### config.mk
export PLATFORM = sky130hd
export DESIGN_NAME = servo_status_output_selector
export DESIGN_NICKNAME = d
export VERILOG_FILES = /design/src/hdl/servo_status_pkg.sv /design/src/hdl/output_function_mux.sv /design/src/hdl/servo_status_output_selector.sv
export SDC_FILE = /design/constraint.sdc
export NUM_CORES = 1
export LEC_CHECK = 0
export ABC_AREA = 1
export ABC_CLOCK_PERIOD_IN_PS = 7100
export CAP_MARGIN = 0
export CORE_MARGIN = 2
export CORE_UTILIZATION = 30
export CTS_BUF_LIST = sky130_fd_sc_hd__clkbuf_16
export DETAILED_ROUTE_END_ITERATION = 12
export DONT_BUFFER_PORTS = 1
export GPL_TIMING_DRIVEN = 1
export REMOVE_ABC_BUFFERS = 1
export SLEW_MARGIN = 15
export SYNTH_ARGS = -nofsm -noshare
export SYNTH_HDL_FRONTEND = slang
export SYNTH_SLANG_ARGS = --single-unit
export TNS_END_PERCENT = 50
### constraint.sdc
create_clock -name clk_i -period 7.1 [get_ports clk_i]
set_clock_uncertainty 0.15 [all_clocks]
set_input_delay 2.13 -clock clk_i [delete_from_list [all_inputs] [get_ports clk_i]]
set_output_delay 2.13 -clock clk_i [all_outputs]
set_load 0.005 [all_outputs]
### src/hdl/servo_status_pkg.sv
// Constants shared by the status-output function selector
package servo_status_pkg;

  // ---------------------------------------------------------------
  // Output function codes
  // ---------------------------------------------------------------
  localparam logic [7:0] FUNC_NONE        = 8'h00;
  localparam logic [7:0] FUNC_READY       = 8'h01;
  localparam logic [7:0] FUNC_SERVO_ON    = 8'h02;
  localparam logic [7:0] FUNC_ZERO_SPEED  = 8'h03;
  localparam logic [7:0] FUNC_TARGET_SPD  = 8'h04;
  localparam logic [7:0] FUNC_IN_POSITION = 8'h05;
  localparam logic [7:0] FUNC_TORQUE_LIM  = 8'h06;
  localparam logic [7:0] FUNC_FAULT       = 8'h07;
  localparam logic [7:0] FUNC_BRAKE       = 8'h08;
  localparam logic [7:0] FUNC_OVL_PREWARN = 8'h10;
  localparam logic [7:0] FUNC_WARNING     = 8'h11;
  localparam logic [7:0] FUNC_SPEED_OK    = 8'h19;

  // ---------------------------------------------------------------
  // Bit positions in the condition vector
  // ---------------------------------------------------------------
  localparam int COND_READY       = 0;
  localparam int COND_SERVO_ON    = 1;
  localparam int COND_ZERO_SPEED  = 2;
  localparam int COND_TARGET_SPD  = 3;
  localparam int COND_IN_POSITION = 4;
  localparam int COND_TORQUE_LIM  = 5;
  localparam int COND_FAULT       = 6;
  localparam int COND_BRAKE       = 7;
  localparam int COND_OVL_PREWARN = 8;
  localparam int COND_WARNING     = 9;
  localparam int COND_SPEED_OK    = 10;
  localparam int NCOND            = 11;

  // ---------------------------------------------------------------
  // Control mode codes
  // ---------------------------------------------------------------
  localparam logic [2:0] MODE_POS_PULSE  = 3'h0;
  localparam logic [2:0] MODE_PR         = 3'h1;
  localparam logic [2:0] MODE_S          = 3'h2;
  localparam logic [2:0] MODE_T          = 3'h3;
  localparam logic [2:0] MODE_SPEED_INT  = 3'h4;
  localparam logic [2:0] MODE_TORQUE_INT = 3'h5;

  // ---------------------------------------------------------------
  // Timing and scaling
  // ---------------------------------------------------------------
  localparam int CLK_PERIOD_NS = 100;
  localparam int TICK_NS       = 1000000;
  localparam int TICK_CYCLES   = (TICK_NS + CLK_PERIOD_NS - 1) / CLK_PERIOD_NS;
  localparam int PCT_FULL      = 100;

  // ---------------------------------------------------------------
  // Reset values
  // ---------------------------------------------------------------
  localparam logic RST_OUT = 1'b0;

  typedef enum logic [3:0] {
    BRK_ENGAGED   = 4'b0001,
    BRK_RELEASING = 4'b0010,
    BRK_RELEASED  = 4'b0100,
    BRK_ENGAGING  = 4'b1000
  } brake_state_t;

endpackage : servo_status_pkg

### src/hdl/output_function_mux.sv
// One digital output: picks its condition by function code
`timescale 1ns/10ps
module output_function_mux (
  input  wire logic                            clk_i,
  input  wire logic                            rst_n_i,
  input  wire logic [7:0]                      func_sel_i,
  input  wire logic [servo_status_pkg::NCOND-1:0] cond_i,
  output logic                                 dout_o
);

  // ---------------------------------------------------------------
  // Selection
  // ---------------------------------------------------------------
  logic nxt_dout;

  always_comb begin
    nxt_dout = 1'b0;
    case (func_sel_i)
      servo_status_pkg::FUNC_READY:       nxt_dout = cond_i[servo_status_pkg::COND_READY];
      servo_status_pkg::FUNC_SERVO_ON:    nxt_dout = cond_i[servo_status_pkg::COND_SERVO_ON];
      servo_status_pkg::FUNC_ZERO_SPEED:  nxt_dout = cond_i[servo_status_pkg::COND_ZERO_SPEED];
      servo_status_pkg::FUNC_TARGET_SPD:  nxt_dout = cond_i[servo_status_pkg::COND_TARGET_SPD];
      servo_status_pkg::FUNC_IN_POSITION: nxt_dout = cond_i[servo_status_pkg::COND_IN_POSITION];
      servo_status_pkg::FUNC_TORQUE_LIM:  nxt_dout = cond_i[servo_status_pkg::COND_TORQUE_LIM];
      servo_status_pkg::FUNC_FAULT:       nxt_dout = cond_i[servo_status_pkg::COND_FAULT];
      servo_status_pkg::FUNC_BRAKE:       nxt_dout = cond_i[servo_status_pkg::COND_BRAKE];
      servo_status_pkg::FUNC_OVL_PREWARN: nxt_dout = cond_i[servo_status_pkg::COND_OVL_PREWARN];
      servo_status_pkg::FUNC_WARNING:     nxt_dout = cond_i[servo_status_pkg::COND_WARNING];
      servo_status_pkg::FUNC_SPEED_OK:    nxt_dout = cond_i[servo_status_pkg::COND_SPEED_OK];
      // Unknown codes stay inactive, same as code zero
      default:                            nxt_dout = 1'b0; // [RL13]
    endcase
  end

  always_ff @(posedge clk_i) begin
    if (!rst_n_i) begin
      dout_o <= servo_status_pkg::RST_OUT;
    end else begin
      dout_o <= nxt_dout;
    end
  end
endmodule : output_function_mux

### src/hdl/servo_status_output_selector.sv
// Status-output function logic of the servo drive
`timescale 1ns/10ps
// Overview of operation
// [RL1] Code 01: powered and no fault
// [RL2] Code 02: servo enabled and no fault
// [RL3] Code 03: speed below zero-speed threshold
// [RL4] Code 04: speed above target-speed threshold
// [RL5] Code 05: position mode, deviation inside window
// [RL6] Code 06: torque limiting, not torque modes
// [RL7] Code 07: fault, excluding warning conditions
// [RL8] Code 11: limit, comm error or undervoltage
// [RL9] Code 08: brake control with two delays
// [RL10] Code 10: overload time beyond percent warning
// [RL11] Overload beyond allowance raises fault
// [RL12] Code 19: speed mode, speed error small
// [RL13] Code zero output stays inactive
// [RL14] Brake release delayed; engage by delay/speed
module servo_status_output_selector #(
  parameter int NUM_OUT     = 6,
  parameter int SPEED_W     = 16,
  parameter int POS_W       = 24,
  parameter int TIME_W      = 16,
  parameter int DELAY_W     = 16,
  parameter int TICK_CYCLES = servo_status_pkg::TICK_CYCLES
) (
  input  wire logic                      clk_i,
  input  wire logic                      rst_n_i,
  input  wire logic [NUM_OUT*8-1:0]      output_function_select_i,
  input  wire logic [2:0]                control_mode_i,
  input  wire logic                      ctrl_power_ok_i,
  input  wire logic                      main_power_ok_i,
  input  wire logic                      servo_enable_i,
  input  wire logic                      alarm_active_i,
  input  wire logic                      fwd_limit_i,
  input  wire logic                      rev_limit_i,
  input  wire logic                      comm_error_i,
  input  wire logic                      undervoltage_i,
  input  wire logic                      torque_limiting_i,
  input  wire logic signed [SPEED_W-1:0] speed_fb_i,
  input  wire logic signed [SPEED_W-1:0] speed_cmd_i,
  input  wire logic signed [POS_W-1:0]   pos_deviation_i,
  input  wire logic [TIME_W-1:0]         overload_time_i,
  input  wire logic [TIME_W-1:0]         overload_allow_time_i,
  input  wire logic [SPEED_W-1:0]        zero_speed_threshold_i,
  input  wire logic [SPEED_W-1:0]        target_speed_threshold_i,
  input  wire logic [POS_W-1:0]          position_window_i,
  input  wire logic [SPEED_W-1:0]        speed_window_i,
  input  wire logic [7:0]                overload_warn_percent_i,
  input  wire logic [DELAY_W-1:0]        brake_on_delay_setting_i,
  input  wire logic [DELAY_W-1:0]        brake_off_delay_setting_i,
  output logic [NUM_OUT-1:0]             dout_o,
  output logic                           overload_alarm_o
);

  localparam int NC     = servo_status_pkg::NCOND;
  localparam int PROD_W = TIME_W + 8;
  localparam int TICK_W = $clog2(TICK_CYCLES + 1);

  if (NUM_OUT < 1 || SPEED_W < 2 || POS_W < 2 || TIME_W < 1 || DELAY_W < 1
      || TICK_CYCLES < 1) begin : g_bad_param
    $error("servo_status_output_selector: unsupported parameter values");
  end

  // ---------------------------------------------------------------
  // Magnitudes and comparisons
  // ---------------------------------------------------------------
  logic [SPEED_W-1:0] spd_mag;
  logic [POS_W-1:0]   pos_mag;
  logic [SPEED_W:0]   spd_err;
  logic [SPEED_W:0]   spd_err_mag;
  logic [PROD_W-1:0]  load_scaled;
  logic [PROD_W-1:0]  warn_scaled;
  logic               warn_cond;
  logic               fault_cond;
  logic               zero_spd;
  logic               ovl_alarm;
  logic               ovl_alarm_ff;

  assign spd_mag = speed_fb_i[SPEED_W-1] ? SPEED_W'(-speed_fb_i) : SPEED_W'(speed_fb_i);
  assign pos_mag = pos_deviation_i[POS_W-1] ? POS_W'(-pos_deviation_i)
                                            : POS_W'(pos_deviation_i);
  assign spd_err = (SPEED_W+1)'({speed_fb_i[SPEED_W-1], speed_fb_i}
                              - {speed_cmd_i[SPEED_W-1], speed_cmd_i});
  assign spd_err_mag = spd_err[SPEED_W] ? (SPEED_W+1)'(-spd_err) : spd_err;
  // Overload time scaled by 100, allowance by the warn percent, so no divider is needed
  assign load_scaled = PROD_W'(overload_time_i) * PROD_W'(servo_status_pkg::PCT_FULL);
  assign warn_scaled = PROD_W'(overload_allow_time_i) * PROD_W'(overload_warn_percent_i);
  assign ovl_alarm   = overload_time_i > overload_allow_time_i; // [RL11]
  assign warn_cond   = fwd_limit_i | rev_limit_i | comm_error_i | undervoltage_i; // [RL8]
  // Warnings are kept out of the fault path by the motion core
  assign fault_cond  = alarm_active_i | ovl_alarm; // [RL7] [RL11]
  assign zero_spd    = spd_mag < zero_speed_threshold_i; // [RL3]
  assign overload_alarm_o = ovl_alarm_ff;

  always_ff @(posedge clk_i) begin
    if (!rst_n_i) begin
      ovl_alarm_ff <= 1'b0;
    end else begin
      ovl_alarm_ff <= ovl_alarm; // [RL11]
    end
  end

  // ---------------------------------------------------------------
  // Brake sequencer
  // ---------------------------------------------------------------
  servo_status_pkg::brake_state_t brk_state_ff;
  servo_status_pkg::brake_state_t nxt_brk_state;
  logic [TICK_W-1:0]  tick_cnt_ff;
  logic [DELAY_W-1:0] delay_cnt_ff;
  logic               tick;
  logic               brk_change;

  assign tick       = tick_cnt_ff == TICK_W'(TICK_CYCLES - 1);
  assign brk_change = nxt_brk_state != brk_state_ff;

  always_comb begin
    nxt_brk_state = brk_state_ff;
    unique case (brk_state_ff)
      servo_status_pkg::BRK_ENGAGED: begin
        if (servo_enable_i) nxt_brk_state = servo_status_pkg::BRK_RELEASING;
      end
      servo_status_pkg::BRK_RELEASING: begin
        if (!servo_enable_i) begin
          nxt_brk_state = servo_status_pkg::BRK_ENGAGED;
        end else if (delay_cnt_ff >= brake_on_delay_setting_i) begin
          nxt_brk_state = servo_status_pkg::BRK_RELEASED; // [RL14]
        end
      end
      servo_status_pkg::BRK_RELEASED: begin
        if (!servo_enable_i) nxt_brk_state = servo_status_pkg::BRK_ENGAGING;
      end
      servo_status_pkg::BRK_ENGAGING: begin
        if (servo_enable_i) begin
          nxt_brk_state = servo_status_pkg::BRK_RELEASED;
        end else if (delay_cnt_ff >= brake_off_delay_setting_i || zero_spd) begin
          nxt_brk_state = servo_status_pkg::BRK_ENGAGED; // [RL14]
        end
      end
    endcase
  end

  always_ff @(posedge clk_i) begin
    if (!rst_n_i) begin
      brk_state_ff <= servo_status_pkg::BRK_ENGAGED;
    end else begin
      brk_state_ff <= nxt_brk_state; // [RL9]
    end
  end

  // Delays count in 1 ms ticks; the count restarts on every state change
  always_ff @(posedge clk_i) begin
    if (!rst_n_i || brk_change) begin
      tick_cnt_ff  <= '0;
      delay_cnt_ff <= '0;
    end else begin
      tick_cnt_ff <= tick ? '0 : tick_cnt_ff + TICK_W'(1);
      if (tick && delay_cnt_ff != '1) delay_cnt_ff <= delay_cnt_ff + DELAY_W'(1);
    end
  end

  // ---------------------------------------------------------------
  // Condition vector
  // ---------------------------------------------------------------
  logic [NC-1:0] cond_ff;
  logic          pos_mode;
  logic          trq_mode;
  logic          spd_mode;

  assign pos_mode = control_mode_i == servo_status_pkg::MODE_POS_PULSE;
  assign trq_mode = control_mode_i == servo_status_pkg::MODE_T
                  || control_mode_i == servo_status_pkg::MODE_TORQUE_INT;
  assign spd_mode = control_mode_i == servo_status_pkg::MODE_S
                  || control_mode_i == servo_status_pkg::MODE_SPEED_INT;

  always_ff @(posedge clk_i) begin
    if (!rst_n_i) begin
      cond_ff <= '0;
    end else begin
      cond_ff[servo_status_pkg::COND_READY] <= ctrl_power_ok_i & main_power_ok_i
                                              & ~fault_cond; // [RL1]
      cond_ff[servo_status_pkg::COND_SERVO_ON]  <= servo_enable_i & ~fault_cond; // [RL2]
      cond_ff[servo_status_pkg::COND_ZERO_SPEED] <= zero_spd; // [RL3]
      cond_ff[servo_status_pkg::COND_TARGET_SPD] <= spd_mag > target_speed_threshold_i; // [RL4]
      cond_ff[servo_status_pkg::COND_IN_POSITION] <= pos_mode
                                                  & (pos_mag < position_window_i); // [RL5]
      cond_ff[servo_status_pkg::COND_TORQUE_LIM] <= torque_limiting_i & ~trq_mode; // [RL6]
      cond_ff[servo_status_pkg::COND_FAULT]   <= fault_cond; // [RL7]
      cond_ff[servo_status_pkg::COND_BRAKE]   <= brk_state_ff == servo_status_pkg::BRK_RELEASED
                                           || brk_state_ff == servo_status_pkg::BRK_ENGAGING; // [RL9]
      cond_ff[servo_status_pkg::COND_OVL_PREWARN] <= load_scaled > warn_scaled; // [RL10]
      cond_ff[servo_status_pkg::COND_WARNING] <= warn_cond; // [RL8]
      cond_ff[servo_status_pkg::COND_SPEED_OK] <= spd_mode
                                               & (spd_err_mag < {1'b0, speed_window_i}); // [RL12]
    end
  end

  // ---------------------------------------------------------------
  // Output selectors
  // ---------------------------------------------------------------
  for (genvar g = 0; g < NUM_OUT; g++) begin : g_out
    output_function_mux u_mux (
      .clk_i      (clk_i),
      .rst_n_i    (rst_n_i),
      .func_sel_i (output_function_select_i[g*8 +: 8]),
      .cond_i     (cond_ff),
      .dout_o     (dout_o[g])
    );
  end
endmodule : servo_status_output_selector

After elaboration in Yosys (flattened, before gate mapping)
Cells that the tools add are included.

storage, ports and cells
  register bits = 52
  input bits = 262
  output and inout bits = 7

operators by class
  $add $sub $neg = 6
  multiply operators = 2
  $lt $le $gt $ge = 8
  equal/unequal tests = 77
  mux-type cells = 16
  bitwise gates (word level) = 12
  reduce and logical (&&, ||, !) cells = 9

operators by type and width
  operator               number
  $eq 8x3->1 const B     24
  $eq 8x5->1 const B     18
  $eq 8x2->1 const B     12
  $pmux 1 s11            6
  $eq 8x1->1 const B     6
  $eq 8x4->1 const B     6
  $ge 16x16->1           2
  $gt 16x16->1           2
  $gt 23x24->1           1
  $lt 24x24->1           1
  $mul 16x8->24          1
  $mux 24                1
  $mux 4                 6
  $neg 24->24            1
  $mul 16x5->21 const B  1
  $lt 17x16->1           1
  $mux 17                1
  $neg 17->17            1
  $sub 16x16->17         1
  $add 16x1->16 const B  1
  $lt 16x16->1           1
  $mux 16                1
  $ne 16x16->1 const B   1
  $neg 16->16            1
  18 further kinds       33

Longest topological paths before layout
Gate-level depths: netlist of run 1.

  depth in word-level cells = 10
  gate-level depth with buffers = 33

By module
A second synthesis of run 1 with hierarchy kept.

second synthesis, totals
  cell total of the unflattened synthesis = 2,382
  area, all modules = 15,606.2 µm²

modules (own cells, without submodules)
  module                        instances  cells an instance  area an instance (µm²)  sequential area each (µm²)
  servo_status_output_selector  1          2,046              13,857.0                920.9
  output_function_mux           6          56                 291.5                   20.0

Worst setup path before layout of run 1
Ideal clock, no wire load.

  path type = input port to flip-flop
  start = in overload_warn_percent_i[7]
  end = reg cond_ff[8]
  arrival = 7.291 ns
  required time = 6.840 ns
  path slack = -0.450 ns
  stages on the path = 29
  buffers on the path = 2
  path through = clkbuf_1 clkbuf_1 nand2_1 fa_1 fa_1 inv_1 fa_1 inv_1 fa_1 inv_1 ha_1 nand2_1 inv_1 a21oi_1 o21ai_1 a21boi_1 o21ai_1 a21o_1 xnor2_1 ha_1 nand2_1 nor2_1 a211oi_1 a21boi_1 o21ai_0 nand2_1 nand2_1 nand2_1 nor2_1

on the way
  longest elaborated chain between the ends = 2

RTL lines
  what                           RTL line                             text
  start, declared                servo_status_output_selector.sv:48   input wire logic [7:0] overload_warn_percent_i,
  $mul 16x8->24                  servo_status_output_selector.sv:87   assign warn_scaled = PROD_W'(overload_allow_time_i) * PROD_W'(overload_warn_percent_i);
  $gt 23x24->1                   servo_status_output_selector.sv:190  cond_ff[servo_status_pkg::COND_OVL_PREWARN] <= load_scaled > warn_scaled;
  end signal, assigned by index  servo_status_output_selector.sv:190
  end signal, assigned by index  servo_status_output_selector.sv:191  cond_ff[servo_status_pkg::COND_WARNING] <= warn_cond;
  end signal, assigned by index  servo_status_output_selector.sv:192  cond_ff[servo_status_pkg::COND_SPEED_OK] <= spd_mode
  end, declared                  servo_status_output_selector.sv:164  logic [NC-1:0] cond_ff;

Every way passes these cells.
A chain may end at the register's enable or synchronous reset.

Final worst setup path of run 1
  start = in overload_warn_percent_i[4]
  end = reg cond_ff[8]

The elaborated chain is that of the path after synthesis.

==> results by stage, run 1 <==
Routing:
- The total met3 wirelength after detailed routing is 2737 um.
- The first detailed-routing pass took 5 iterations.
- The via count normalized by instance count is 4.828.
- The first routing iteration left 722 violations.
- After detailed routing, the wire length on met1 is approximately 18000 um.
- The met2 wire length is 19970 um.
- After detailed routing, the total wire length is 41720 um.
- The post-detailed-route DRC marker count is 0.
- The routed wire length per instance is 14.75 um.
- In this run the remaining antenna-violating nets after routing total 0.
- The uppermost layer routed is met4.
- The via count is between 10000 and 15000.

Hold path:
- The worst hold path terminates at tick_cnt_ff[0].
- The worst hold path belongs to the class register to register.
- Along the worst hold path, the cell count comes to 1.
- The startpoint identified for the worst hold timing path is tick_cnt_ff[0].

Setup path:
- The worst setup path is launched from an input port.
- The largest driver fanout on the critical path is 16.
- STA classifies the critical path endpoint as a register.
- The largest single stage delay on the critical path is 550 ps.
- The cell count of the worst reg-to-reg path is 14.
- The data required time at the worst endpoint is 7200 ps.
- In this run the number of cells on the critical path is 26.
- In this run the critical register-to-register path is captured at tick_cnt_ff[2].
- Data on the critical path arrives at its endpoint at roughly 7000 ps.
- The critical path contains buffers and inverters numbering 3 combined.
- The critical register-to-register path startpoint is delay_cnt_ff[2].
- Among all stages on the critical path, the largest delay is contributed by fa_1.
- The critical path is of the input port to register type.
- Among cell families on the critical path, the largest total delay comes from adder cells.
- Across all register-to-register paths, the minimum setup slack is 4160 ps.

Die:
- The die extent in y is between 200 and 250 um.
- The standard-cell row count is 80.
- After floorplanning, the core was sized to cover 47850 um^2.
- The starting utilization of the core area is 30.52%.
- Measured along the x axis, the die boundary spans 224.6 um.
- During I/O placement, the number of pins put on the boundary was 269.
- The area of the die is 50460 um^2.

Global routing:
- The initial antenna violation count is 0.
- The largest net degree at the start of global routing is 21.
- The first global-routing pass estimated 68410 um of wire.
- Global routing used 16.75% of the available tracks.
- The number of global-route vias before repair is 14141.
- The total overflow left after global routing is 0.

Synth:
- The number of enable-type register cells in the synthesized netlist is 0.
- The mean instance size in the synthesized netlist is approximately 6.6 um^2.
- After synthesis the cells add up to 14600 um^2.
- Synthesis produced about 2200 cells.
- After synthesis the netlist holds a flip-flop and latch count of 52.
- The fraction of the yosys area taken by sequential cells is 7.129%.
- The netlist uses 58 different library cells.
- The most used flip-flop cell after synthesis is dfxtp_1.
- The number of warnings reported in the yosys synthesis log is 0.
- In the synthesized netlist the async set-or-reset flop fraction comes to 0%.

Final layout:
- Summing all non-filler instances in the final layout gives an area of 15560 um^2.
- The number of antenna cells inserted is 0.
- The relative area change from synthesis to final layout is 6.581%.
- The number of nets in the final layout is 2825.
- The ratio of cells with drive above 1 in the final layout is 3.344%.

Placement:
- The count of input and output buffers is 0.
- At the end of routability-driven placement, the weighted congestion stood at 0.9201.
- Once placement finished, the instance area stood at 15340 um^2.
- The detailed placer's ending HPWL is 36510 um.
- Prior to clock tree synthesis, the placed netlist has a worst setup slack of -268.2 ps.

STA:
- The count of final setup violators is 0.
- Static timing analysis puts the maximum clock frequency at 145.5 MHz.
- The ratio of final minimum period to clock period is 96.78%.
- The final-report max-slew violation count is 0.
- The minimum period implied by the final worst setup slack is 6871 ps.
- Headroom to the max-slew limit came out at about 52%.
- The transition time at the pin with the least slew margin is between 700 and 800 ps.
- The worst-case setup margin in the final layout is 228.9 ps.
- The final number of hold-violating endpoints is 0.

Clock tree:
- The maximum count of clock buffers along a single path is 2.
- TritonCTS built the clock tree.
- The number of clock sinks seen by CTS is 52.
- The CTS H-tree depth is 2.
- The hold-fix buffer count after cts is 0.
- The root buffer selected by CTS is clkbuf_16.
- The insertion delay to the later sink of the worst-skew pair is slightly above 300 ps.
- The clock-pin transition on the worst setup and hold timing paths is 80 ps.
- The number of CTS-inserted buffers is 5.

Power and ir drop:
- The power density relative to cell area is about 220 nW/um^2.
- For this design the static power due to leakage is approximately 9 nW.
- Across the VDD grid, the largest voltage drop is 214.9 uV.
- Power comes to 0.003354 W.

Job:
- The tool flagged a number of max-cap violations equal to 0.

Outcome:
- The run finished with clean final reports.
cell usage in the layout, fill, tap and decap left out, types with 4 or more instances in the layout:
cell type / instances
o21a_1: 6
a211oi_1: 12
xor2_1: 78
nand2_1: 419
clkbuf_16: 5
a31oi_1: 8
dfxtp_1: 52
nor4_1: 11
nor3_1: 42
fa_1: 95
nor2_2: 4
o21ai_1: 8
a21o_1: 7
o31ai_1: 9
buf_4: 26
nand3_1: 95
o22ai_1: 14
o21bai_1: 5
or2_2: 8
inv_1: 586
nand4_1: 45
a21oi_1: 103
o2111ai_1: 4
o221ai_1: 4
nand3b_1: 4
xnor2_1: 33
ha_1: 254
o21ai_0: 52
o211ai_1: 6
a21oi_2: 5
nor2_1: 164
Yosys cell counts, drive strengths merged (10+ instances only):
library cell    n  share of area, %
nor3           45               1.6
o21ai          63               2.2
nand3          97               3.4
inv           589                15
xnor2          33               2.0
nor2          169               4.5
ha            255                22
buf            11              0.58
a211oi         12              0.62
fa             96                13
nor4           12              0.56
o22ai          14              0.60
xor2           78               4.7
nand2         421                11
dfxtp          52               7.1
clkbuf         35              0.90
nand4          47               2.2
a21oi         108               3.7
or2            10              0.43
worst max-delay path by stage:
stage                               startpoint         end  slack (ps)
floorplan             overload_allow_time_i[1]  cond_ff[8]          80
global placement    overload_warn_percent_i[7]  cond_ff[8]        -210
detailed placement  overload_warn_percent_i[7]  cond_ff[8]        -270
CTS                 overload_warn_percent_i[7]  cond_ff[8]          30
global route        overload_warn_percent_i[7]  cond_ff[8]         -30
finish              overload_warn_percent_i[4]  cond_ff[8]         230
stage by stage:
| stage | instances | utilization, % | TNS (ps) | hold WS [ps] |
|---|---|---|---|---|
| 3_5_place_dp | 2818 | 32.05 | -268.2 | 287.5 |
| 4_1_cts | 2826 | 32.37 | 0 | 304.9 |
| 2_1_floorplan | 2179 | - | 0 | 267.5 |
| 5_1_grt | 2828 | 32.53 | -31.86 | 342.0 |
| 6_report | 2828 | 32.53 | 0 | 300.2 |
| 3_3_place_gp | 2818 | 32.05 | -208.0 | 278.8 |
kinds of logic after synthesis:
| logic type | count (synthesis) | share of synthesized area, % |
|---|---|---|
| compound gates | 263 | 10.60 |
| xor+xnor | 111 | 6.658 |
| fa+ha+maj | 351 | 35.01 |
| buf+inv | 637 | 16.67 |
| flops | 52 | 7.129 |
| mux | 1 | 0.06855 |
| simple gates | 810 | 23.86 |
layer usage:
metal | GRT usage, % | up-vias
met1 | 20.51 | 6299
met3 | 3.697 | 54
li1 | - | 6932
met5 | 0 | -
met4 | 3.375 | 0
met2 | 30.05 | 368
timing repair:
item                       4_1_cts  5_1_grt
setup buffers                    0        2
gates resized for setup          0       14
setup endpoints to repair        0        1
worst reg2reg max path: stages (launching register included):
cell and delay, ps:
dfxtp_1 560, ha_1 310, nand2_1 90, nor2_1 50
a21oi_1 130, nand3_1 120, a21oi_1 360, nand3_1 130
nand2_1 90, nand2_1 70, nand2_1 70, nand3_1 70
nor2_1 230, nand3_2 290, nor2_1 180
layout make-up:
class                      instances  area, um^2
clock inverter                     3       28.78
tap                              615       769.5
sequential                        52        1041
multi-input combinational       1536       11190
clock buffer                       5       125.1
fill                            5169       32280
inverter                         591        2218
timing repair buffer              26       195.2
registers in the layout (all words and copies together), names as in the netlist:
| register | cells |
|---|---|
| cond_ff | 11 |
| brk_state_ff | 4 |
| overload_alarm_o | 1 |
| g_out.u_mux.dout_o | 6 |
| tick_cnt_ff | 14 |
| delay_cnt_ff | 16 |
power by group:
part | switching (W) | internal, W | leakage [nW]
clock | 0.000139 | 0.000137 | 0.0767
combinational | 0.00156 | 0.00121 | 8.39
sequential | 0.0000117 | 0.000299 | 0.422
total | 0.00171 | 0.00164 | 8.89
Note: power is estimated with default switching activity, not from simulation.
==> inputs of run 2 (changes only) <==
Settings changed: PLACE_DENSITY set to 0.48.
==> run 2 against run 1 <==
Net effect: global-route usage rose by 0.20 points; clock power fell by 5%; wire length rose by 1.7%; via count fell by 2.9%; combinational power rose by 3%; fmax rose by 0.87%; core utilization rose by 0.18 points; non-clock buffer count rose by 6; sequential share of layout area barely moved; critical path depth rose by 1; sequential power barely moved; largest power group unchanged; highest routed layer is now met5.
==> results by stage, run 2 (synthesized netlist as in run 1, its figures left out) <==
Setup path:
- The data required time at the worst endpoint is roughly 7200 ps.
- The data arrival time of the worst path is 6870 ps.
- The largest single stage delay on the critical path is 560 ps.
- The critical path in this run is classified as input port to register.
- The worst setup path is captured at a register.
- The library cell contributing the largest single delay on the critical path is fa_1.
- Of all nets on the critical path, the largest fanout is 16.
- Grouping stages by cell kind, the critical path spends the most delay in adder cells.
- The startpoint class of the critical path is an input port.
- The most numerous cell type found on the critical path is nand2_1.
- The critical path contains buffers and inverters numbering 5 combined.

Die:
- The initial utilization of the core area, before any placement, comes to ~31%.
- The floorplan die width is 224.6 um.
- During I/O placement, the number of pins put on the boundary was 269.
- The core region area is approximately 48000 um^2.
- The area of the die is between 50000 and 60000 um^2.
- The die is 224.6 um tall.
- The standard-cell row count is 80.

Power and ir drop:
- The reported leakage power is between 8 and 9 nW.
- VDD sags by at most 185.1 uV.
- The power density relative to cell area is 218.9 nW/um^2.

Final layout:
- The number of antenna cells inserted is 0.
- The most frequent standard cell in the layout excluding fill and tap cells is inv_1.
- The area of the multi-input gates is 11230 um^2.
- Counting flops per register, the top entry is delay_cnt_ff.
- The count of filler cells inserted in the layout is approximately 5300.
- The register area is 1041 um^2.
- The post-route non-filler standard cell count is ~2800.
- Cells with a size suffix above 1 make up between 3 and 4% of the layout.
- The number of nets in the final layout is 2831.
- The largest registers in the layout are delay_cnt_ff x16, tick_cnt_ff x14, cond_ff x11.
- The finished cells cover 15650 um^2.
- Cells fill 32.71% of the core in the end.
- The register with the most flip-flops in the layout has 16 of them.
- The relative area change from synthesis to final layout is 7.163%.
- In the layout the commonest cells are inv_1, nand2_1, ha_1, nor2_1, a21oi_1.

STA:
- The worst slew margin relative to its limit is just under 50%.
- The summed negative setup slack over all endpoints is 0 ps.
- Of the available clock period, the critical path in the final layout requires between 90% and 100%.
- In the post-route analysis, the smallest setup slack over all paths is between 200 and 300 ps.
- For this run, the top clock speed supported by timing is 146.8 MHz.
- The minimum period implied by the final worst setup slack is a little under 7000 ps.
- The final number of hold-violating endpoints came to 0.
- The final-report max-slew violation count is 0.
- The count of final setup violators is 0.
- At the pin with the least slew margin, the transition time is 774.9 ps.

Global routing:
- The initial antenna violation count is 1.
- The overall fraction of global-route tracks in use is 16.95%.
- The first global-routing pass estimated 69100 um of wire.
- Entering global routing, the biggest net connects 19 pins.
- The final global-route overflow total is 0.
- The number of global-route vias before repair came to 13568.

Clock tree:
- After clock tree synthesis, the flow added hold-fix buffers numbering 0.
- TritonCTS built the clock tree.
- No sink is reached through more buffers than the 2 on the longest clock path.
- The H-tree was split into 2 levels.
- The number of CTS-inserted buffers is 5.
- The insertion delay to the later sink of the worst-skew pair is 300 ps.
- Clock tree synthesis found a total of 52 sinks.
- The clock-pin transition on the worst setup and hold timing paths is 80 ps.
- The tree is rooted in a clkbuf_16.

Routing:
- The via count is between 10000 and 15000.
- Wires add up to 42440 um.
- In the final routed layout, each cell accounts on average for 14.97 um.
- The first detailed-routing pass took 5 iterations.
- The starting DRC count in detailed routing is 517.
- The post-detailed-route DRC marker count is 0.
- The detail route stage leaves a number of antenna-violating nets equal to 0.
- Using the TritonRoute via totals, the vias-per-cell ratio works out to roughly 4.7.

Placement:
- The placed cell count is 2819.
- Timing analysis after detailed placement gives a worst setup slack of -383.6 ps.
- The final RePlAce weighted congestion is 0.8769.
- Detailed placement finished with a half-perimeter wire length of 37730 um.
- The placed instances occupy a cell area of between 15000 and 20000 um^2.
- During placement, the flow inserted port buffers numbering 0.

Hold path:
- The class of the tightest hold or removal check is register to register.

Outcome:
- The flow ran to the end, and the final reports show no timing, DRC or antenna violations.

Job:
- Max-cap violations in this run came to 0.
==> run 2: path summary, 6_finish.rpt <==
check,startpoint,endpoint,slack [ps],cells past startpoint
max,overload_warn_percent_i[5],cond_ff[8],290,27
min,tick_cnt_ff[0],tick_cnt_ff[0],300,1
max reg2reg,delay_cnt_ff[2],tick_cnt_ff[0],4260,14
min reg2reg,tick_cnt_ff[0],tick_cnt_ff[0],300,1
==> run 2: metrics by stage <==
stage	total power (W)	hold slack (ps)
detailed placement	0.002961	298.7
finish	0.003425	303.9
floorplan	0.002219	267.5
CTS	0.003272	309.2
global placement	0.002955	286.7
global route	0.003902	344.8
==> run 2: power by group <==
| part | internal (W) | switching [W] | leakage, nW | total [W] |
|---|---|---|---|---|
| clock | 0.000134 | 0.000128 | 0.0719 | 0.000262 |
| sequential | 0.000299 | 0.0000108 | 0.422 | 0.000310 |
| combinational | 0.00126 | 0.00159 | 8.42 | 0.00285 |
==> run 2: layout make-up <==
type / instances / area share [%]
Timing Repair Buffer: 32 / 1.535
Multi-Input combinational cell: 1536 / 71.74
Clock inverter: 3 / 0.1759
Sequential cell: 52 / 6.652
Inverter: 591 / 14.18
Tap cell: 615 / 4.917
Clock buffer: 5 / 0.7996
==> run 2: metal layers <==
layer | GRT usage [%] | up-vias | wire length (um)
met4 | 2.350 | 2 | 561
met3 | 3.553 | 29 | 2511
li1 | - | 6926 | -
met2 | 28.03 | 285 | 19010
met5 | 0 | - | 13
met1 | 23.18 | 6014 | 20340
==> run 2: what timing repair did <==
action                                  4_1_cts  5_1_grt
gates resized for setup                       3       22
buffers inserted                              0        8
pin swaps                                     0       24
gates cloned                                  0        0
endpoints found under the setup margin        1        1
